## config.mk

```make
export PLATFORM = sky130hd
export DESIGN_NAME = host_cpu_event_flags
export DESIGN_NICKNAME = d
export VERILOG_FILES = /design/src/hdl/event_flags_pkg.sv /design/src/hdl/frame_ticker.sv /design/src/hdl/host_cpu_event_flags.sv
export SDC_FILE = /design/constraint.sdc
export NUM_CORES = 1
export LEC_CHECK = 0
export ABC_CLOCK_PERIOD_IN_PS = 4100
export BUFFER_PORTS_ARGS = -buffer_cell sky130_fd_sc_hd__clkbuf_2
export CAP_MARGIN = 10
export CELL_PAD_IN_SITES_DETAIL_PLACEMENT = 1
export CELL_PAD_IN_SITES_GLOBAL_PLACEMENT = 1
export CORE_MARGIN = 3
export CORE_UTILIZATION = 43
export DETAILED_ROUTE_END_ITERATION = 12
export GPL_TIMING_DRIVEN = 1
export PLACE_DENSITY_LB_ADDON = 0.1
export SYNTH_ARGS = -nofsm -noshare
export SYNTH_HDL_FRONTEND = slang
export SYNTH_SLANG_ARGS = --single-unit
```

## constraint.sdc

```tcl
create_clock -name clock_in -period 4.1 [get_ports clock_in]
set_input_delay 0.82 -clock clock_in [delete_from_list [all_inputs] [get_ports clock_in]]
set_output_delay 0.82 -clock clock_in [all_outputs]
set_load 0.05 [all_outputs]
```

## src/hdl/event_flags_pkg.sv

```systemverilog
package event_flags_pkg;
    localparam int CLOCK_HZ = 50_000_000;
    localparam int CYCLES_PER_US = CLOCK_HZ / 1_000_000;
    localparam int FRAME_TIME_US = 1000;
    localparam int CLK_READY_TYPICAL_US = 160;
    localparam int CLK_READY_MAX_US = 1000;
    localparam int FRAME_CYCLES = CYCLES_PER_US * FRAME_TIME_US;
    localparam int CLK_READY_CYCLES = CYCLES_PER_US * CLK_READY_TYPICAL_US;
    localparam int CLK_READY_MAX_CYCLES = CYCLES_PER_US * CLK_READY_MAX_US;
    localparam int CNT_W = 16;
    localparam int REG_W = 16;
    localparam int EVENT_W = 7;
    localparam logic [7:0] CMD_READ_FLAGS = 8'h24;
    localparam logic [7:0] CMD_WRITE_FLAGS = 8'ha4;
    localparam logic [15:0] FLAGS_RESET = 16'h0000;
    localparam logic [15:0] FLAGS_IMPL = 16'h0077;
    localparam int BIT_FRAME_ISO = 0;
    localparam int BIT_ASYNC = 1;
    localparam int BIT_DONE = 2;
    localparam int BIT_OPR = 4;
    localparam int BIT_SUSP = 5;
    localparam int BIT_CLKRDY = 6;
    localparam logic [1:0] RST_SYNC_RESET = 2'h0;
endpackage

```

## src/hdl/frame_ticker.sv

```systemverilog
`timescale 1ns/1ns
module frame_ticker
    import event_flags_pkg::*;
#(
    parameter int PERIOD = FRAME_CYCLES
)
(
    input wire logic clock_in,
    input wire logic rst_n_in,
    input wire logic run_in,
    output logic tick_out,
    output logic [CNT_W-1:0] count_out
);
    typedef struct packed
    {
        logic [CNT_W-1:0] count;
        logic tick;
    } ticker_state_t;

    ticker_state_t st;
    ticker_state_t next_st;

    // free-running millisecond frame position, halted while idle
    always_comb
    begin
        next_st = st;
        next_st.tick = 1'b0;
        if (run_in)
        begin
            if (st.count == CNT_W'(PERIOD - 1))
            begin
                next_st.count = '0;
                next_st.tick = 1'b1;
            end
            else
            begin
                next_st.count = st.count + 16'h0001;
            end
        end
    end

    always_ff @(posedge clock_in or negedge rst_n_in)
    begin
        if (!rst_n_in)
        begin
            st <= '0;
        end
        else
        begin
            st <= next_st;
        end
    end

    assign tick_out = st.tick;
    assign count_out = st.count;
endmodule

```

## src/hdl/host_cpu_event_flags.sv

```systemverilog
`timescale 1ns/1ns
// Notes on behaviour
// - wake-up starts a clock-ready wait; bit 6 sets when it ends
// - bit 5 sets when the controller enters suspend
// - suspend request plus all downstream suspended stops frame marks
// - bit 4 sets on an operational-side event
// - bit 2 sets on internal or external end of transfer
// - acknowledged-list results ready make bit 1 pending
// - bit 1 rises at the configured activity position in the frame
// - bit 0 sets at every 1 ms frame mark
// - reads never clear; writing ones clears those bits, ff clears all
// - interrupt pin needs flag, its mask bit and the global enable
// - read code 24, write code a4, all bits reset to zero
module host_cpu_event_flags
    import event_flags_pkg::*;
#(
    parameter int FRAME_CYCLES_P = FRAME_CYCLES,
    parameter int CLK_READY_CYCLES_P = CLK_READY_CYCLES
)
(
    input wire logic clock_in,
    input wire logic arst_n_in,
    input wire logic cmd_valid_in,
    input wire logic [7:0] cmd_code_in,
    input wire logic [REG_W-1:0] cmd_data_in,
    input wire logic wakeup_in,
    input wire logic suspend_request_in,
    input wire logic downstream_suspended_in,
    input wire logic opr_event_in,
    input wire logic internal_eot_in,
    input wire logic transfer_end_signal_in,
    input wire logic async_results_in,
    input wire logic [CNT_W-1:0] activity_cycles_in,
    input wire logic [EVENT_W-1:0] event_mask_in,
    input wire logic global_enable_in,
    output logic [REG_W-1:0] read_data_out,
    output logic read_valid_out,
    output logic int_out,
    output logic sof_out,
    output logic suspended_out
);
    typedef struct packed
    {
        logic [REG_W-1:0] flags;
        logic [REG_W-1:0] read_data;
        logic read_valid;
        logic irq;
        logic sof;
        logic suspended;
        logic suspend_pending;
        logic waking;
        logic [CNT_W-1:0] wake_count;
        logic async_pending;
    } flags_state_t;

    flags_state_t st;
    flags_state_t next_st;
    logic [1:0] rst_sync;
    logic rst_n;
    logic frame_tick;
    logic [CNT_W-1:0] frame_count;
    logic read_hit;
    logic write_hit;
    logic [REG_W-1:0] set_bits;
    logic [REG_W-1:0] clear_bits;

    function automatic logic cmd_hit(input logic valid, input logic [7:0] code,
                                     input logic [7:0] want);
        return valid && (code == want);
    endfunction

    // reset release through two flops
    always_ff @(posedge clock_in or negedge arst_n_in)
    begin
        if (!arst_n_in)
        begin
            rst_sync <= RST_SYNC_RESET;
        end
        else
        begin
            rst_sync <= {rst_sync[0], 1'b1};
        end
    end

    assign rst_n = rst_sync[1];

    frame_ticker #(
        .PERIOD(FRAME_CYCLES_P)
    ) u_frame_ticker (
        .clock_in(clock_in),
        .rst_n_in(rst_n),
        .run_in(!st.suspended),
        .tick_out(frame_tick),
        .count_out(frame_count)
    );

    assign read_hit = cmd_hit(cmd_valid_in, cmd_code_in, CMD_READ_FLAGS);
    assign write_hit = cmd_hit(cmd_valid_in, cmd_code_in, CMD_WRITE_FLAGS);

    always_comb
    begin
        next_st = st;
        set_bits = '0;
        clear_bits = '0;
        next_st.read_valid = 1'b0;
        next_st.sof = 1'b0;
        if (read_hit)
        begin
            next_st.read_data = st.flags;
            next_st.read_valid = 1'b1;
        end
        if (write_hit)
        begin
            clear_bits = cmd_data_in;
        end
        // clock-ready wait after wake-up
        if (st.waking)
        begin
            if (st.wake_count <= 16'h0001)
            begin
                next_st.waking = 1'b0;
                next_st.suspended = 1'b0;
                set_bits[BIT_CLKRDY] = 1'b1;
            end
            else
            begin
                next_st.wake_count = st.wake_count - 16'h0001;
            end
        end
        else if (wakeup_in)
        begin
            next_st.waking = 1'b1;
            next_st.wake_count = CNT_W'(CLK_READY_CYCLES_P);
        end
        // suspend entry
        if (suspend_request_in)
        begin
            next_st.suspend_pending = 1'b1;
        end
        if (st.suspend_pending && downstream_suspended_in && !st.suspended)
        begin
            next_st.suspended = 1'b1;
            next_st.suspend_pending = 1'b0;
            set_bits[BIT_SUSP] = 1'b1;
        end
        set_bits[BIT_OPR] = opr_event_in;
        set_bits[BIT_DONE] = internal_eot_in ||
                             transfer_end_signal_in;
        // acknowledged-list results wait for the activity position
        if (st.async_pending && (frame_count == activity_cycles_in))
        begin
            set_bits[BIT_ASYNC] = 1'b1;
            next_st.async_pending = 1'b0;
        end
        if (async_results_in)
        begin
            next_st.async_pending = 1'b1;
        end
        if (frame_tick && !st.suspended)
        begin
            next_st.sof = 1'b1;
            set_bits[BIT_FRAME_ISO] = 1'b1;
        end
        // set wins over clear
        next_st.flags = ((st.flags & ~clear_bits) | set_bits) &
                        FLAGS_IMPL;
        next_st.irq = global_enable_in &&
                      (|(st.flags[EVENT_W-1:0] & event_mask_in));
    end

    always_ff @(posedge clock_in or negedge rst_n)
    begin
        if (!rst_n)
        begin
            st <= '0;
            st.flags <= FLAGS_RESET;
        end
        else
        begin
            st <= next_st;
        end
    end

    assign read_data_out = st.read_data;
    assign read_valid_out = st.read_valid;
    assign int_out = st.irq;
    assign sof_out = st.sof;
    assign suspended_out = st.suspended;
endmodule

```

==> reports/results.ini, run 1 <==
[status]
status=finished clean

[final_layout]
syn_to_final_growth_pct=12.0
layout_commonest_cell=clkbuf_2
final_area_mm2=0.00323
regArea_mm2=0.00135
final_cell_mix=clkbuf_2 (56), dfrtp_1 (53), nand2_1 (34), xnor2_1 (28), nor2_1 (19)
drive_gt1_share_pct=25.7
final_nets=394
multi_input_area_mm2=0.00137
diodes=0
n_fill_cell=777

[global_route]
grt_max_degree=53
antenna_found_initial=0
gr-usage-all-layers_pct=16.9
grt_first_pass_wirelength_mm=10.3
grt_pass1_vias=2160
overflow=0

[floorplanning]
design.core.area_mm2=0.00642
dieWidth_um=87.8
fp.dieH_um=87.8
start_util_pct=44.8
row_count=29
io_pins=78
die_area_mm2=0.00771

[yosys]
mappedNetlistArea_mm2=0.00288
yosysSeqAreaShare_pct=46.9
synthFlopType=dfrtp_1
yosysTopAreaCell=dfrtp_1
synth_edf_count=0
synth_top_area_share_pct=46.9
synth_area_per_cell_um2=10.1
async_flop_share_pct=100
ys_types=51
yosys_warnings=0
ys_ff_latch=54
synthCells=286
synthTopCellsByArea=dfrtp_1 (47%), xnor2_1 (8.5%), buf_4 (4.7%)

[clock_network]
clock_latency_ns=0.31
path_clk_slew_ns=0.10
cts.sinks=54
cts_tree=yes
cts_hold_buf=0
max-clock-path-buffers=2
ctsHtreeMaxLevel=2
cts_root_buffer=clkbuf_8
cts_resized=0
cts_setup_buffers=0
cts-buffers-inserted=5

[drt]
num_vias=2178
drcViolationCount=0
dr.pass1.iters=4
antenna_left=0
via_per_inst=5.30
drtIter0Drc=39
wirelength_mm=6.09
wl_per_cell_um=14.8

[pwr]
p_leak_nw=1.42
power.density_mw_per_mm2=312
power.total_mw=1.01
peakVddDrop_mv=0.125

[critical_path]
setup.worst_path.start=st[1]
end_kind=flip-flop
worstPathArrival_ns=2.45
r2r_start=st[1]
crit_path_max_fanout=15
crit_type=flip-flop to flip-flop
slowest_stage=or4_1
worstPathCellList=inv_1, ha_1, or2_2, and4_1, or4_1, a21oi_1
required_ns=4.33
ff2ff_path_depth=6
crit_buf_inv=1
critical_path.top_delay_family=simple AND/OR/NAND/NOR gates
worst-r2r-setup-slack_ns=1.88
crit_cells=6
slowest_delay_ns=0.56
start_kind=flip-flop

[hold_path]
hold_path_class=input pin to asynchronous set/reset pin

[place]
port_buffers=56
place_hpwl_mm=4.66
place_congestion=0.786
dpl_cell_area_mm2=0.00313

[timing]
final-setup-viol-count=0
slew_headroom_pct=55.5
fin_tns_setup_ns=0
finalMaxSlewViolations=0
period_share_pct=54.1
fin_crit_ns=2.22
finalClockSkew_ns=0.0146
rsz0062_at_grt=false
worst_slew_pin_slew_ns=0.667
timing.fmax_mhz=451
hold_violations=0

[flow_run]
cap_violations=0

[state kept, by name, summed over array words and instances (netlist names)]
name / count
sof_out: 1
suspended_out: 1
int_out: 1
st: 25
u_frame_ticker.tick_out: 1
rst_sync: 2
read_data_out: 6
read_valid_out: 1
u_frame_ticker.count_out: 16
[Yosys cell counts (7+ instances only)]
cell type / count
mux2i_1: 8
nand3_1: 14
buf_4: 18
inv_1: 7
nand2_1: 34
nand4_1: 9
xnor2_1: 28
nor2_1: 19
dfrtp_1: 54
clkbuf_1: 8
[area by class of cell]
cell class	count	area share, %
well taps	77	2.99
flip-flops and latches	54	41.9
multi-input cells	208	42.5
repair buffers	57	8.92
clock inverters	3	0.737
inverters	7	0.815
clock buffers	5	2.13
[routing by layer]
metal,vias up,track usage (%),part of all wire [%]
li1,1065,-,-
met1,1068,21.7,44
met2,40,29.2,51
met3,5,3.57,4.0
met4,0,3.77,0.90
met5,-,0,0
[path summary, 6_finish.rpt]
kind,end
min in group clock_in,rst_sync[1]
max reg2reg,st[15]
max,st[15]
min,rst_sync[0]
max in group asynchronous,st[13]
min reg2reg,rst_sync[1]
[cell families (layout without fill, tap and decap cells)]
| kind of cell | count (synthesis) | in the layout | share of synthesized area (%) |
|---|---|---|---|
| simple gates | 118 | 118 | 23.1 |
| flops | 54 | 54 | 46.9 |
| other cells | 2 | 11 | 0.261 |
| buf+inv | 33 | 72 | 6.65 |
| compound gates | 34 | 34 | 8.13 |
| mux | 14 | 14 | 5.13 |
| xor+xnor | 28 | 28 | 8.52 |
| fa+ha+maj | 3 | 3 | 1.30 |
[per-stage QoR]
step	util [%]	std cells	setup WS (ns)	hold WS, ns
6_report	50.2	411	1.88	0.290
5_1_grt	50.2	411	1.73	0.276
4_1_cts	50.2	411	1.86	0.280
3_5_place_dp	48.8	403	1.85	0.362
3_3_place_gp	48.8	403	1.91	0.337
2_1_floorplan	-	295	2.13	0.331
[power breakdown]
part / internal (mW) / switching [mW]
Clock: 0.123 / 0.187
Sequential: 0.551 / 0.0240
Combinational: 0.0485 / 0.0725
Total: 0.722 / 0.284
Note: power is estimated with default switching activity, not from simulation.
==> run 2: changes to the inputs <==
- ABC_AREA: unset -> 1
- ABC_CLOCK_PERIOD_IN_PS: 4100 -> 1800
- CORE_UTILIZATION: 43 -> 35
- clock period: 4.1 -> 1.8 ns (I/O delays scaled with it)
==> reports/results.ini, run 2 <==
[yosys]
yosysTopAreaCell=dfrtp_1
mappedNetlistArea_mm2=0.00333  ; +16%
synth.most_common_cell=nand2_1
synthFlopType=dfrtp_1
synthTopCellsByArea=dfrtp_1 (41%), nand2_1 (14%), inv_1 (6.5%)
async_flop_share_pct=100  ; unchanged
synth_edf_count=0  ; unchanged
ys_top_cells_by_count=nand2_1 (122), inv_1 (58), dfrtp_1 (54), nor2_1 (54), nand3_1 (39)
yosysSeqAreaShare_pct=40.6  ; -6.4 points
ys_ff_latch=54  ; unchanged
synth_area_per_cell_um2=7.40  ; -26%
yosys_warnings=0  ; unchanged
synthCells=450  ; +57%
synth_top_area_share_pct=40.6  ; -6.4 points
ys_types=33  ; -35%

[drt]
dr.pass1.iters=6  ; +2
num_vias=3049  ; +40%
drtIter0Drc=83  ; +110%
wl_per_cell_um=13.5  ; -8.9%
wirelength_mm=8.65  ; +42%
via_per_inst=4.76  ; -10%
drcViolationCount=0  ; unchanged
antenna_left=0  ; unchanged

[timing]
finalMaxSlewViolations=0  ; unchanged
final.setup.worst_slack_ns=0.194  ; -1.69 ns
fin_tns_setup_ns=0  ; unchanged
finalClockSkew_ns=0.0106  ; -0.00397 ns
hold_violations=0  ; unchanged
rsz0062_at_grt=false
final-setup-viol-count=0  ; unchanged
slew_headroom_pct=63.7  ; +8.1 points
timing.fmax_mhz=623  ; +38%
fin_hold_ws_ns=0.224  ; -0.0654 ns
fin_crit_ns=1.61  ; -0.611 ns
period_share_pct=89.2  ; +35 points
worst_slew_pin_slew_ns=0.544  ; -0.123 ns

[clock_network]
clock_latency_ns=0.31  ; about the same
cts_root_buffer=clkbuf_8
path_clk_slew_ns=0.11  ; about the same
cts_tree=yes
ctsHtreeMaxLevel=2  ; unchanged
cts-buffers-inserted=5  ; unchanged
max-clock-path-buffers=2  ; unchanged
cts.sinks=54  ; unchanged

[critical_path]
crit_type=flip-flop to flip-flop
r2r_start=st[2]
worstPathCellList=inv_1, ha_1, nor2_1, nor2_2, nand3_4, nand2_8, nand2_4, nand2_1, o21ai_2
slowest_delay_ns=0.39  ; -0.17 ns
end_kind=flip-flop
worst-r2r-setup-slack_ns=0.19  ; -1.69 ns
crit_buf_inv=1  ; unchanged
r2r_end=st[8]
start_kind=flip-flop
slowest_stage=dfrtp_1
required_ns=2.00  ; -2.33 ns
worstPathArrival_ns=1.81  ; -0.64 ns
crit_path_max_fanout=14  ; -1
ff2ff_path_depth=9  ; +3
critical_path.top_delay_family=simple AND/OR/NAND/NOR gates

[global_route]
antenna_found_initial=0  ; unchanged
gr-usage-all-layers_pct=16.6  ; -0.31 points
grt_pass1_vias=3115  ; +44%
grt_max_degree=53  ; unchanged
overflow=0  ; unchanged
grt_first_pass_wirelength_mm=15.0  ; +45%

[place]
placedCellCount=630  ; +56%
port_buffers=56  ; unchanged
place_hpwl_mm=6.92  ; +49%
place_ws_ns=0.131  ; -1.72 ns
place_congestion=0.849  ; +8.1%

[final_layout]
diodes=0  ; unchanged
n_fill_cell=1180  ; +52%
drive_gt1_share_pct=20.0  ; -5.7 points
final_cell_mix=nand2_1 (122), inv_1 (58), clkbuf_2 (56), nor2_1 (53), dfrtp_1 (53)
stdcell_count=641  ; +56%
largest_register_ffs=25  ; unchanged
top_register=st
layout_commonest_cell=nand2_1
syn_to_final_growth_pct=17.0
final_nets=575  ; +46%

[floorplanning]
start_util_pct=37.1  ; -7.7 points
fp.dieH_um=104  ; +18%
io_pins=78  ; unchanged
design.core.area_mm2=0.00898  ; +40%
die_area_mm2=0.0107  ; +39%
dieWidth_um=104  ; +18%
row_count=34  ; +17%

[hold_path]
whs_path_depth=3
min_from=async_results_in
hold_end=st[0]
hold_path_class=input pin to flip-flop

[pwr]
p_leak_nw=2.05  ; +44%
peakVddDrop_mv=0.382  ; +200%
power.total_mw=2.34  ; +130%
power.density_mw_per_mm2=600  ; +92%

[status]
status=finished clean

[flow_run]
cap_violations=0  ; unchanged

## run 2: routing by layer
layer	share of wire, %	vias up	track usage, %
met5	0	-	0
met4	0.65	0	2.85
met3	3.3	4	2.80
met2	45	54	26.5
met1	51	1469	24.0
li1	-	1522	-
## run 2: final cells by class
type | count | area [um^2] | area share, %
clock inverter | 2 | 38.8 | 0.995
timing repair buffer | 71 | 408 | 10.5
tap | 126 | 158 | 4.04
multi-input combinational | 323 | 1640 | 42.0
sequential | 54 | 1350 | 34.7
clock buffer | 6 | 82.6 | 2.12
inverter | 59 | 221 | 5.68
## run 2: per-stage QoR
| stage | util (%) | instance area, um^2 |
|---|---|---|
| 6_report | 43.4 | 3900 |
| 3_5_place_dp | 41.8 | 3750 |
| 5_1_grt | 43.4 | 3900 |
| 4_1_cts | 43.2 | 3880 |
| 3_3_place_gp | 41.8 | 3750 |
| 2_1_floorplan | - | 3370 |
## run 2: repair_timing
item                                   in CTS  in global routing
setup buffers                               0                  2
setup endpoints to repair                   0                  5
hold buffers                                1                  0
endpoints found under the hold margin       2                  0
gates resized for setup                     0                  1
## run 2: worst reg2reg max path, cell delays in order, from the launching register on
cell and delay (ns):
dfrtp_1 0.39, inv_1 0.09, ha_1 0.17, nor2_1 0.07, nor2_2 0.18, nand3_4 0.14, nand2_8 0.13, nand2_4 0.14
nand2_1 0.14, o21ai_2 0.05
## run 2: logic make-up after synthesis
kind of cell / count (synthesis) / synth area share (%)
adder cells (fa/ha/maj): 3 / 1.13
flip-flops: 54 / 40.6
AND/OR/NAND/NOR: 266 / 37.1
buffers and inverters: 82 / 11.4
XOR/XNOR: 20 / 5.26
AO/OA/AOI/OAI: 23 / 4.32
other: 2 / 0.225
## run 2: worst max-delay path by stage
stage,startpoint,end,cells past startpoint
6_report,st[2],st[8],9
3_5_place_dp,st[1],st[7],9
2_1_floorplan,rst_sync[1],int_out,0
3_3_place_gp,st[2],st[7],9
4_1_cts,st[1],st[7],9
5_1_grt,u_frame_ticker.count_out[0],u_frame_ticker.count_out[10],9
## run 2: power by group
group          internal (mW)  total (mW)  switching, mW
clock                  0.459       0.889          0.430
combinational         0.0679       0.216          0.148
sequential              1.23        1.23        0.00768
total                   1.75        2.34          0.586
==> run 3: changes to the inputs <==
- PLACE_DENSITY_LB_ADDON: 0.1 -> 0.2
- SLEW_MARGIN: unset -> 30
==> reports/results.ini, run 3 (synthesized netlist as in run 2, its figures left out) <==
[drt]
num_vias=3087  ; +1.2%
drtIter0Drc=100  ; +20%
drcViolationCount=0  ; unchanged
wirelength_mm=8.86  ; +2.4%
wl_per_cell_um=13.8  ; +2.0%
dr.pass1.iters=6  ; unchanged
via_per_inst=4.79  ; +0.77%
antenna_left=0  ; unchanged

[critical_path]
end_kind=flip-flop
worstPathCellList=inv_1, buf_4, nand3_1, nor2_1, inv_1, nor2_1, nand3_1, nand2_1, nand3_1
crit_path_frequent_cell=nand3_1
worstPathArrival_ns=1.82  ; about the same
worst-r2r-setup-slack_ns=0.16  ; -0.03 ns
slowest_delay_ns=0.40  ; about the same
crit_type=flip-flop to flip-flop
required_ns=1.98  ; -0.02 ns
start_kind=flip-flop
crit_path_max_fanout=4  ; -10
slowest_stage=dfrtp_1

[place]
placedCellCount=631  ; +0.16%
place_ws_ns=0.106  ; -0.0253 ns
dpl_cell_area_mm2=0.00376  ; +0.20%
place_hpwl_mm=6.97  ; +0.74%
port_buffers=56  ; unchanged
place_congestion=0.829  ; -2.4%

[timing]
period_share_pct=91.2  ; +1.9 points
fin_tns_setup_ns=0  ; unchanged
rsz0062_at_grt=false
fin_hold_ws_ns=0.230  ; +0.00579 ns
final-setup-viol-count=0  ; unchanged
fin_crit_ns=1.64  ; +0.0350 ns
slew_headroom_pct=58.4  ; -5.3 points
final.setup.worst_slack_ns=0.159  ; -0.0350 ns
hold_violations=0  ; unchanged
timing.fmax_mhz=609  ; -2.1%
worst_slew_pin_slew_ns=0.623  ; +0.0789 ns
finalMaxSlewViolations=0  ; unchanged
finalClockSkew_ns=0.00598  ; -0.00461 ns

[final_layout]
top_register=st
final_nets=578  ; +0.52%
finish.utilization_pct=43.4  ; -0.070 points
syn_to_final_growth_pct=16.8
layout_commonest_cell=nand2_1
final_area_mm2=0.00389  ; -0.16%
multi_input_area_mm2=0.00164  ; +0.38%
n_fill_cell=1146  ; -2.9%
drive_gt1_share_pct=20.1  ; +0.077 points
diodes=0  ; unchanged
final_cell_mix=nand2_1 (122), inv_1 (58), clkbuf_2 (56), nor2_1 (54), dfrtp_1 (53)
stdcell_count=644  ; +0.47%
regArea_mm2=0.00135  ; unchanged
largest_register_ffs=25  ; unchanged

[pwr]
power.total_mw=2.15  ; -8.0%
p_leak_nw=2.05  ; about the same
power.density_mw_per_mm2=553  ; -7.8%
peakVddDrop_mv=0.326  ; -15%

[clock_network]
cts.sinks=54  ; unchanged
cts_root_buffer=clkbuf_8
path_clk_slew_ns=0.10  ; about the same
ctsHtreeMaxLevel=2  ; unchanged
cts_tree=yes
max-clock-path-buffers=2  ; unchanged
cts-buffers-inserted=5  ; unchanged
clock_latency_ns=0.31  ; about the same

[floorplanning]
fp.dieH_um=104  ; unchanged
dieWidth_um=104  ; unchanged
die_area_mm2=0.0107  ; unchanged
row_count=34  ; unchanged
io_pins=78  ; unchanged
start_util_pct=37.1  ; unchanged
design.core.area_mm2=0.00898  ; unchanged

[status]
status=finished clean

[global_route]
antenna_found_initial=0  ; unchanged
grt_max_degree=25  ; -53%
gr-usage-all-layers_pct=16.7  ; +0.14 points
grt_first_pass_wirelength_mm=15.0  ; +0.27%
grt_pass1_vias=3166  ; +1.6%
overflow=0  ; unchanged

[hold_path]
hold_path_class=flip-flop to asynchronous set/reset pin

[flow_run]
cap_violations=0  ; unchanged

## run 3: cell count changes in the layout (fill, tap and decap cells not counted), sizes merged
| cell | previous run | this run |
|---|---|---|
| inv | 60 | 59 |
| clkinv | 0 | 2 |
| bufinv | 1 | 0 |
| buf | 14 | 17 |
## run 3: worst max-delay path: cells and delay by family, from the launching register on
kind,cells,cell delay [ns]
DFF,1,0.40
and+or+nand+nor,6,0.83
buffers and inverters,3,0.30
## run 3: area by class of cell
type                            count  area share [%]
Clock buffer                        6            1.86
Clock inverter                      2           0.354
Inverter                           59            5.69
Multi-Input combinational cell    323            42.2
Sequential cell                    54            34.7
Tap cell                          126            4.05
Timing Repair Buffer               74            11.1
## run 3: where the power goes
part           switching [mW]  internal, mW  total [mW]
clock network           0.424         0.276       0.700
logic                   0.141        0.0691       0.210
registers              0.0160          1.23        1.24
total                   0.581          1.57        2.15
## run 3: final timing paths
| path | cells after the start | to | start |
|---|---|---|---|
| worst max register to register | 9 | st[10] | st[1] |
| max in group asynchronous | 1 | u_frame_ticker.count_out[7] | rst_sync[1] |
| worst min-delay path | 0 | u_frame_ticker.count_out[2] | rst_sync[1] |
| min in group clock_in | 3 | st[43] | opr_event_in |
| worst max-delay path | 9 | st[10] | st[1] |
| worst min register to register | 0 | u_frame_ticker.count_out[2] | rst_sync[1] |
## run 3: what timing repair did
item                                    CTS  global route
hold buffers                              1             0
setup buffers                             0             4
endpoints found under the setup margin    0             9
resized for setup                         0             1
endpoints found under the hold margin     2             0
## run 3: routing by layer
metal,GRT usage (%),part of all wire [%],wire [um],vias up
met4,2.94,0.71,63,0
li1,-,-,-,1531
met5,0,0,0,-
met1,23.2,49,4310,1479
met2,27.2,46,4070,72
met3,3.67,4.7,413,5
